<file path="config.mk">
export PLATFORM = sky130hd
export DESIGN_NAME = tcc_timer2
export DESIGN_NICKNAME = d
export VERILOG_FILES = /design/src/rtl/tcc_pkg.sv /design/src/rtl/tcc_pin_sync.sv /design/src/rtl/tcc_timer2.sv
export VERILOG_INCLUDE_DIRS = /design/src /design/src/rtl
export SDC_FILE = /design/constraint.sdc
export NUM_CORES = 1
export LEC_CHECK = 0
export BUFFER_PORTS_ARGS = -buffer_cell sky130_fd_sc_hd__buf_2
export CORE_MARGIN = 8
export CORE_UTILIZATION = 41
export CTS_BUF_LIST = sky130_fd_sc_hd__clkbuf_16
export DETAILED_ROUTE_END_ITERATION = 10
export GPL_TIMING_DRIVEN = 0
export PLACE_DENSITY = 0.71
export SYNTH_ARGS = -nofsm -noshare
export SYNTH_HDL_FRONTEND = slang
export SYNTH_SLANG_ARGS = --single-unit
</file>
<file path="constraint.sdc">
create_clock -name i_clk_sys -period 2 [get_ports i_clk_sys]
set_input_delay 0 -clock i_clk_sys [delete_from_list [all_inputs] [get_ports i_clk_sys]]
set_output_delay 0 -clock i_clk_sys [all_outputs]
set_load 0.01 [all_outputs]
</file>
<file path="src/rtl/tcc_consts.svh">
// Constants of the timer 2 compare, capture and reload block
`ifndef TCC_CONSTS_SVH
`define TCC_CONSTS_SVH

// Oscillator periods per machine cycle, expressed as last count value
`define TCC_MC_LAST 3'h5
`define TCC_MC_ZERO 3'h0
`define TCC_MC_ONE 3'h1

// Count boundaries
`define TCC_CNT_ZERO 16'h0000
`define TCC_CNT_ONES 16'hffff
`define TCC_CNT_ONE 16'h0001

// Channel layout: channel 0 is the reload/capture register
`define TCC_NUM_CH 4
`define TCC_CH_RELOAD 0

// Level a pulled-up pin rests at, so no false edge follows reset
`define TCC_PIN_IDLE 1'b1

// Synchronised pin layout
`define TCC_NUM_PIN 6
`define TCC_PIN_GATE 0
`define TCC_PIN_TRIG 1
`define TCC_PIN_CAP0 2

// Byte positions inside a 16-bit register
`define TCC_LO_MSB 7
`define TCC_HI_LSB 8
`define TCC_HI_MSB 15

`endif

</file>
<file path="src/rtl/tcc_pkg.sv">
// Types of the timer 2 compare, capture and reload block
package tcc_pkg;

  typedef enum logic [1:0] {
    TCC_TM_STOP = 2'b00,
    TCC_TM_TIMER = 2'b01,
    TCC_TM_COUNTER = 2'b10,
    TCC_TM_GATED = 2'b11
  } tcc_tmode_type;

  typedef enum logic [1:0] {
    TCC_RL_OFF = 2'b00,
    TCC_RL_OVF = 2'b01,
    TCC_RL_EXT = 2'b10
  } tcc_rmode_type;

  typedef enum logic [1:0] {
    TCC_CH_OFF = 2'b00,
    TCC_CH_COMPARE = 2'b01,
    TCC_CH_CAP_PIN = 2'b10,
    TCC_CH_CAP_WRITE = 2'b11
  } tcc_chfunc_type;

endpackage

</file>
<file path="src/rtl/tcc_pin_sync.sv">
// Pin synchroniser with machine-cycle sampling and edge detection
`timescale 1ns/100ps
`include "tcc_consts.svh"
module tcc_pin_sync (
  input wire logic i_clk_sys,
  input wire logic i_nrst,
  input wire logic i_pin,
  input wire logic i_sample,
  output logic o_level,
  output logic o_rise,
  output logic o_fall
);

  logic meta_q;
  logic sync_q;
  logic samp_q;
  logic prev_q;
  logic rise_q;
  logic fall_q;

  // Two-stage synchroniser; only sync_q reads meta_q
  always_ff @(posedge i_clk_sys or negedge i_nrst) begin
    if (!i_nrst) begin
      meta_q <= `TCC_PIN_IDLE;
      sync_q <= `TCC_PIN_IDLE;
    end else begin
      meta_q <= i_pin;
      sync_q <= meta_q;
    end
  end

  // Sample once per machine cycle; an edge needs two samples
  always_ff @(posedge i_clk_sys or negedge i_nrst) begin
    if (!i_nrst) begin
      samp_q <= `TCC_PIN_IDLE;
      prev_q <= `TCC_PIN_IDLE;
    end else if (i_sample) begin
      samp_q <= sync_q;
      prev_q <= samp_q;
    end
  end

  always_ff @(posedge i_clk_sys or negedge i_nrst) begin
    if (!i_nrst) begin
      rise_q <= 1'b0;
      fall_q <= 1'b0;
    end else begin
      rise_q <= i_sample && sync_q && !samp_q;
      fall_q <= i_sample && !sync_q && samp_q;
    end
  end

  assign o_level = samp_q;
  assign o_rise = rise_q;
  assign o_fall = fall_q;

endmodule

</file>
<file path="src/rtl/tcc_timer2.sv">
// Timer 2 with compare, capture and reload channels
//
// Summary of operation
// - Count wraps all ones to zero, sets flag
// - Timer counts machine cycles, prescale six or twelve
// - Gated timer counts only while gate high
// - Event counter counts sampled falling gate edges
// - Reload mode 1 reloads from reload register
// - Reload mode 2 reloads on trigger fall
// - Trigger fall sets flag only when enabled
// - Compare match produces pin event and pulse
// - Mode 0: match drives high, overflow low
// - Mode 0 ignores software port latch writes
// - Mode 1: shadow latch copied on match
// - All four registers can capture the count
// - Pin mode: channels 1-3 capture rising edge
// - Reload register capture edge is selectable
// - Write mode: low byte write captures next cycle
// - Software-triggered captures raise no request
// - Four compare outputs, four capture inputs
`timescale 1ns/100ps
`include "tcc_consts.svh"
module tcc_timer2 (
  input wire logic i_clk_sys,
  input wire logic i_nrst,
  input wire logic [1:0] i_timer_mode,
  input wire logic i_prescale_twelve,
  input wire logic [1:0] i_reload_mode,
  input wire logic i_external_reload_enable,
  input wire logic i_capture_edge_select,
  input wire logic i_compare_mode_one,
  input wire logic [7:0] i_chan_func,
  input wire logic i_gate_count_input,
  input wire logic i_reload_trigger_input,
  input wire logic [3:0] i_capture_pin,
  input wire logic [7:0] i_wdata,
  input wire logic i_count_low_byte_wr,
  input wire logic i_count_high_byte_wr,
  input wire logic [3:0] i_reg_low_wr,
  input wire logic [3:0] i_reg_high_wr,
  input wire logic [3:0] i_port_wr,
  input wire logic [3:0] i_port_wdata,
  input wire logic i_timer_wrap_flag_clr,
  input wire logic i_external_reload_flag_clr,
  output logic [7:0] o_count_low_byte,
  output logic [7:0] o_count_high_byte,
  output logic [15:0] o_reload_capture_value,
  output logic [15:0] o_compare_capture_one,
  output logic [15:0] o_compare_capture_two,
  output logic [15:0] o_compare_capture_three,
  output logic o_timer_wrap_flag,
  output logic o_external_reload_flag,
  output logic [3:0] o_compare_out,
  output logic [3:0] o_match_pulse,
  output logic [3:0] o_capture_pulse
);

  // Channel function of one channel out of the packed field
  function automatic tcc_pkg::tcc_chfunc_type chan_func(input logic [7:0] funcs,
                                                        input int idx);
    logic [1:0] f;
    f = 2'b00;
    case (idx)
      0: f = funcs[1:0];
      1: f = funcs[3:2];
      2: f = funcs[5:4];
      default: f = funcs[7:6];
    endcase
    return tcc_pkg::tcc_chfunc_type'(f);
  endfunction

  tcc_pkg::tcc_tmode_type tmode;
  tcc_pkg::tcc_rmode_type rmode;

  logic [2:0] mc_cnt_q;
  logic [2:0] mc_cnt_d;
  logic mc_tick;
  logic presc_q;
  logic [15:0] count_q;
  logic [15:0] count_d;
  logic count_tick;
  logic wrap;
  logic ext_reload;
  logic count_chg;
  logic cnt_upd_q;
  logic wrapped_q;
  logic wrap_flag_q;
  logic ext_flag_q;
  logic [15:0] reg_q [`TCC_NUM_CH];
  logic [3:0] cmp_out_q;
  logic [3:0] shadow_q;
  logic [3:0] match_now;
  logic [3:0] match_q;
  logic [3:0] hw_cap;
  logic [3:0] hw_cap_q;
  logic [3:0] cap_pend_q;
  logic [`TCC_NUM_PIN-1:0] pin_raw;
  logic [`TCC_NUM_PIN-1:0] pin_level;
  logic [`TCC_NUM_PIN-1:0] pin_rise;
  logic [`TCC_NUM_PIN-1:0] pin_fall;

  assign tmode = tcc_pkg::tcc_tmode_type'(i_timer_mode);
  assign rmode = tcc_pkg::tcc_rmode_type'(i_reload_mode);

  // Machine cycle: six oscillator clocks
  always_comb begin
    if (mc_cnt_q == `TCC_MC_LAST) begin
      mc_cnt_d = `TCC_MC_ZERO;
    end else begin
      mc_cnt_d = mc_cnt_q + `TCC_MC_ONE;
    end
  end

  assign mc_tick = (mc_cnt_q == `TCC_MC_LAST);

  always_ff @(posedge i_clk_sys or negedge i_nrst) begin
    if (!i_nrst) begin
      mc_cnt_q <= `TCC_MC_ZERO;
    end else begin
      mc_cnt_q <= mc_cnt_d;
    end
  end

  // Divide-by-two stage for the one-twelfth rate
  always_ff @(posedge i_clk_sys or negedge i_nrst) begin
    if (!i_nrst) begin
      presc_q <= 1'b0;
    end else if (mc_tick) begin
      presc_q <= !presc_q;
    end
  end

  // Every external pin passes the synchroniser before edge logic
  assign pin_raw = {i_capture_pin, i_reload_trigger_input, i_gate_count_input};

  generate
    for (genvar p = 0; p < `TCC_NUM_PIN; p++) begin : g_pin
      tcc_pin_sync u_sync (
        .i_clk_sys(i_clk_sys),
        .i_nrst(i_nrst),
        .i_pin(pin_raw[p]),
        .i_sample(mc_tick),
        .o_level(pin_level[p]),
        .o_rise(pin_rise[p]),
        .o_fall(pin_fall[p])
      );
    end
  endgenerate

  // Count enable per timer function
  always_comb begin
    count_tick = 1'b0;
    unique case (tmode)
      tcc_pkg::TCC_TM_STOP: count_tick = 1'b0;
      tcc_pkg::TCC_TM_TIMER: count_tick = mc_tick && (!i_prescale_twelve || presc_q);
      tcc_pkg::TCC_TM_COUNTER: count_tick = pin_fall[`TCC_PIN_GATE];
      tcc_pkg::TCC_TM_GATED: count_tick = mc_tick && (!i_prescale_twelve || presc_q)
                                          && pin_level[`TCC_PIN_GATE];
    endcase
  end

  assign wrap = count_tick && (count_q == `TCC_CNT_ONES);
  assign ext_reload = pin_fall[`TCC_PIN_TRIG] && (rmode == tcc_pkg::TCC_RL_EXT);

  // Software write wins over reload, reload over increment
  always_comb begin
    count_d = count_q;
    count_chg = 1'b1;
    if (i_count_low_byte_wr || i_count_high_byte_wr) begin
      if (i_count_low_byte_wr) begin
        count_d[`TCC_LO_MSB:0] = i_wdata;
      end
      if (i_count_high_byte_wr) begin
        count_d[`TCC_HI_MSB:`TCC_HI_LSB] = i_wdata;
      end
    end else if (ext_reload) begin
      count_d = reg_q[`TCC_CH_RELOAD];
    end else if (wrap && rmode == tcc_pkg::TCC_RL_OVF) begin
      count_d = reg_q[`TCC_CH_RELOAD];
    end else if (wrap) begin
      count_d = `TCC_CNT_ZERO;
    end else if (count_tick) begin
      count_d = count_q + `TCC_CNT_ONE;
    end else begin
      count_chg = 1'b0;
    end
  end

  always_ff @(posedge i_clk_sys or negedge i_nrst) begin
    if (!i_nrst) begin
      count_q <= `TCC_CNT_ZERO;
    end else begin
      count_q <= count_d;
    end
  end

  // Compare is evaluated in the cycle after the count moves
  always_ff @(posedge i_clk_sys or negedge i_nrst) begin
    if (!i_nrst) begin
      cnt_upd_q <= 1'b0;
      wrapped_q <= 1'b0;
    end else begin
      cnt_upd_q <= count_chg;
      wrapped_q <= wrap;
    end
  end

  // Sticky flags: a set in the clearing cycle wins
  always_ff @(posedge i_clk_sys or negedge i_nrst) begin
    if (!i_nrst) begin
      wrap_flag_q <= 1'b0;
    end else if (wrap) begin
      wrap_flag_q <= 1'b1;
    end else if (i_timer_wrap_flag_clr) begin
      wrap_flag_q <= 1'b0;
    end
  end

  always_ff @(posedge i_clk_sys or negedge i_nrst) begin
    if (!i_nrst) begin
      ext_flag_q <= 1'b0;
    end else if (pin_fall[`TCC_PIN_TRIG] && i_external_reload_enable) begin
      ext_flag_q <= 1'b1;
    end else if (i_external_reload_flag_clr) begin
      ext_flag_q <= 1'b0;
    end
  end

  generate
    for (genvar c = 0; c < `TCC_NUM_CH; c++) begin : g_ch
      tcc_pkg::tcc_chfunc_type func;
      logic cap_edge;

      assign func = chan_func(i_chan_func, c);
      assign match_now[c] = cnt_upd_q && (func == tcc_pkg::TCC_CH_COMPARE)
                            && (count_q == reg_q[c]);

      if (c == `TCC_CH_RELOAD) begin : g_sel
        assign cap_edge = i_capture_edge_select ? pin_rise[`TCC_PIN_CAP0 + c]
                                                : pin_fall[`TCC_PIN_CAP0 + c];
      end else begin : g_pos
        assign cap_edge = pin_rise[`TCC_PIN_CAP0 + c];
      end

      assign hw_cap[c] = cap_edge && (func == tcc_pkg::TCC_CH_CAP_PIN);

      // Pending capture one cycle after a low-byte write
      always_ff @(posedge i_clk_sys or negedge i_nrst) begin
        if (!i_nrst) begin
          cap_pend_q[c] <= 1'b0;
        end else begin
          cap_pend_q[c] <= i_reg_low_wr[c] && (func == tcc_pkg::TCC_CH_CAP_WRITE);
        end
      end

      // Register contents: capture beats a plain byte write
      always_ff @(posedge i_clk_sys or negedge i_nrst) begin
        if (!i_nrst) begin
          reg_q[c] <= `TCC_CNT_ZERO;
        end else if (hw_cap[c] || cap_pend_q[c]) begin
          reg_q[c] <= count_q;
        end else begin
          if (i_reg_low_wr[c]) begin
            reg_q[c][`TCC_LO_MSB:0] <= i_wdata;
          end
          if (i_reg_high_wr[c]) begin
            reg_q[c][`TCC_HI_MSB:`TCC_HI_LSB] <= i_wdata;
          end
        end
      end

      // Shadow latch takes every software port write
      always_ff @(posedge i_clk_sys or negedge i_nrst) begin
        if (!i_nrst) begin
          shadow_q[c] <= 1'b0;
        end else if (i_port_wr[c]) begin
          shadow_q[c] <= i_port_wdata[c];
        end
      end

      // Port latch of the compare output pin
      always_ff @(posedge i_clk_sys or negedge i_nrst) begin
        if (!i_nrst) begin
          cmp_out_q[c] <= 1'b0;
        end else if (func != tcc_pkg::TCC_CH_COMPARE) begin
          if (i_port_wr[c]) begin
            cmp_out_q[c] <= i_port_wdata[c];
          end
        end else if (i_compare_mode_one) begin
          if (match_now[c]) begin
            cmp_out_q[c] <= shadow_q[c];
          end
        end else if (match_now[c]) begin
          cmp_out_q[c] <= 1'b1;
        end else if (cnt_upd_q && wrapped_q) begin
          cmp_out_q[c] <= 1'b0;
        end
      end
    end
  endgenerate

  // Event pulses; software captures are not reported
  always_ff @(posedge i_clk_sys or negedge i_nrst) begin
    if (!i_nrst) begin
      match_q <= 4'h0;
      hw_cap_q <= 4'h0;
    end else begin
      match_q <= match_now;
      hw_cap_q <= hw_cap;
    end
  end

  assign o_count_low_byte = count_q[`TCC_LO_MSB:0];
  assign o_count_high_byte = count_q[`TCC_HI_MSB:`TCC_HI_LSB];
  assign o_reload_capture_value = reg_q[0];
  assign o_compare_capture_one = reg_q[1];
  assign o_compare_capture_two = reg_q[2];
  assign o_compare_capture_three = reg_q[3];
  assign o_timer_wrap_flag = wrap_flag_q;
  assign o_external_reload_flag = ext_flag_q;
  assign o_compare_out = cmp_out_q;
  assign o_match_pulse = match_q;
  assign o_capture_pulse = hw_cap_q;

endmodule

</file>
==> key figures <==
Die
  – Core ar.: between 15,000 and 20,000 um^2
  – Die height: 147 um
  – Rows: 47
  – Full die area: 21,500 um^2
  – Boundary pin count: 146
  – Die Span X: 147 um
  – Initial Util: 0.420

Global route
  – Vias in the first global route: 6,540
  – Largest net degree at the start of global routing: 99
  – First-pass GRT wire length: about 38,000 um
  – Global route overflow: 0
  – Initial antenna violation count: 0
  – Global Route Usage Sum: 0.231

Timing
  – Slew headroom: 0.428
  – Setup TNS: -843 ps
  – Hold_ws: 26.8 ps
  – Final Cycle Share: 1.05
  – Final setup vio count: 16
  – Final Hold Violating Endpoints: 0
  – Max Slew Vio Count: 0
  – Slew @ Worst Pin: 857 ps
  – RSZ-0062 raised after global routing: yes
  – Clock Skew: 7.83 ps
  – Fin worst setup slack: -102 ps
  – Min Clock Period, post-route: 2100 ps
  – Max Clk Rate: around 480 MHz

Setup path
  – Worst path arrival time: 2430 ps
  – CP max stage cell: buf_1
  – Crit-path cells: buf_1, nand3_1, nor3_1, xor2_1, a21oi_1, a221oi_2
  – Worst-path fanout max: 10
  – CP startpoint kind: flip-flop
  – CP endpoint kind: flip-flop
  – Buf/Inv on CP: 1
  – Top cell family by delay on the critical path: buffers and inverters
  – Worst path max stage delay: 620 ps
  – Kind of critical path: reg -> reg
  – CP required: 2320 ps

Yosys
  – Post-synthesis register bit count: 133
  – Netlist cell types: 48
  – Number of enable flip-flop cells after synthesis: 0
  – Sequential element share of the synthesized area: 0.479
  – Synth cell count leaders: dfrtp_1, nor2_1, a21oi_1
  – Area contributors post-synth: dfrtp_1, mux2i_1, xor2_1
  – Yosys warning count: 0
  – Post-synth top area share: 0.412
  – Mean post-synth cell area: 9.96 um^2
  – Top cell type by total area after synthesis: dfrtp_1
  – Post-synth ARST share: 1.00
  – Main synth FF type: dfrtp_1
  – Post-Syn Area: ~7000 um^2
  – Top-count cell post-synth: dfrtp_1
  – Syn_nets: approximately 760
  – Cells after synthesis: ~700

Clock tree
  – Clk sinks: between 100 and 150
  – Worst-Skew Late Latency: 430 ps
  – Root buffer cell: clkbuf_16
  – H-tree depth: 4
  – Reg clk slew, reported paths: 60 ps
  – Total CTS buffers: 17
  – TritonCTS clock tree: yes
  – Clock tree buffer depth: 2

Power
  – P_leak: 4.20 nW
  – Peak supply drop: 0.634 mV
  – Power per standard cell area: ~850 nW/um^2

Drt
  – WL/cell: 21.7 um
  – Antenna-violating nets left: 0
  – Vias/cell: 5.65
  – Number of DRC markers in iteration 0: around 600
  – DRT Pass-1 Iters: 6
  – Vias: 6,513
  – Total Wirelength: around 25,000 um
  – DRC: 0

Final layout
  – Footprint of the multi-input gates: around 3500 um^2
  – Share of layout cells above drive strength 1: 0.304
  – Final instance area: 9390 um^2
  – Layout Utilization: 0.564
  – Nets: 973
  – Area grow syn2layout: 34.3%
  – Register area: 3360 um^2
  – N_diodes: 0
  – FILL cells: 1,440
  – Final Non-Filler Cells: 1,153

Placed design
  – Placed inst area: 7960 um^2
  – Cell count after placement: 1,053
  – Gpl congestion: 0.958
  – Port Buffers: 130
  – Detailed placement HPWL: around 17,000 um

Status
  – Failing checks: setup timing
  – Status: finished with violations

Hold path
  – Worst hold path class: in -> reg

Job
  – Maximum Capacitance Violations: 0
[routing by layer]
layer / wire (um) / share of wire / global-route usage
met1: 10100 / 0.40 / 0.294
met2: 11200 / 0.45 / 0.343
met3: 2740 / 0.11 / 0.0807
met4: 953 / 0.038 / 0.112
met5: 0 / 0 / 0
[flip-flops by register name, summed over array words and instances (netlist names)]
name                     flops
cap_pend_q                   4
cnt_upd_q                    1
count_q                     16
g_pin.u_sync.meta_q          6
g_pin.u_sync.o_fall          3
g_pin.u_sync.o_level         6
g_pin.u_sync.o_rise          4
g_pin.u_sync.sync_q          6
mc_cnt_q                     3
o_capture_pulse              4
o_compare_capture_one       16
o_compare_capture_three     16
o_compare_capture_two       16
o_compare_out                4
o_external_reload_flag       1
o_match_pulse                4
o_reload_capture_value      16
o_timer_wrap_flag            1
presc_q                      1
shadow_q                     4
wrapped_q                    1
[worst reg2reg max path, cell delays in order (launching register included)]
cell and delay [ps]:
dfrtp_1 400, buf_1 620, nand3_1 140, nor3_1 270
xor2_1 170, a21oi_1 90, a221oi_2 310
[cell type report]
class                   instances  area share
plain buffers                  56      0.0330
repair buffers                203       0.141
well taps                     220      0.0293
multi-input cells             493       0.376
clock inverters                14     0.00853
clock buffers                  18      0.0480
flip-flops and latches        133       0.358
inverters                      16     0.00639
[power by group]
part	leakage, nW	internal [mW]	total, mW	switching (mW)
combinational	2.40	0.781	1.88	1.09
sequential	1.54	2.97	3.28	0.304
clock	0.263	1.64	2.87	1.23
total	4.20	5.39	8.02	2.63
[final timing paths]
kind	from	endpoint	slack [ps]	cells after the start
hold / removal	i_wdata[3]	count_q[11]	30	5
max in group asynchronous	i_nrst	count_q[15]	1160	3
setup / recovery	count_q[9]	count_q[10]	-100	6
setup reg to reg	count_q[9]	count_q[10]	-100	6
hold reg to reg	g_pin[5].u_sync.meta_q	g_pin[5].u_sync.sync_q	350	0
min in group asynchronous	i_nrst	count_q[4]	40	2
[timing repair]
action	CTS	global route
endpoints found under the hold margin	140	0
pin swaps	22	21
setup buffers	20	14
gates resized for setup	61	19
endpoints found under the setup margin	24	22
hold buffers	37	0
cloned	1	0
[logic make-up (layout without fill, tap and decap cells)]
family	after synthesis	count (layout)	share of synthesized area
AOI/OAI and AO/OA	139	139	0.126
and+or+nand+nor	201	201	0.145
muxes	76	76	0.110
adders and majority gates	1	1	0.00179
buffers and inverters	76	307	0.0424
xor gates and xnor gates	76	76	0.0952
DFF	133	133	0.479
[per-stage QoR]
stage | setup slack [ps] | total power [mW]
2_1_floorplan | 4.71 | 4.15
3_3_place_gp | -1220 | 4.85
3_5_place_dp | -711 | 4.88
4_1_cts | -137 | 7.94
5_1_grt | -194 | 8.32
6_report | -102 | 8.02
[layout by cell type (no fill, tap or decap), types with 19 or more instances in the layout]
| cell | n |
|---|---|
| nor2_1 | 82 |
| buf_4 | 39 |
| mux2i_1 | 70 |
| clkbuf_1 | 32 |
| buf_2 | 131 |
| clkbuf_16 | 19 |
| nor3_1 | 19 |
| a21oi_1 | 79 |
| dlygate4sd3_1 | 37 |
| nand2_1 | 23 |
| dfrtp_1 | 105 |
| xor2_1 | 71 |
(Power assumes the default switching activity.)
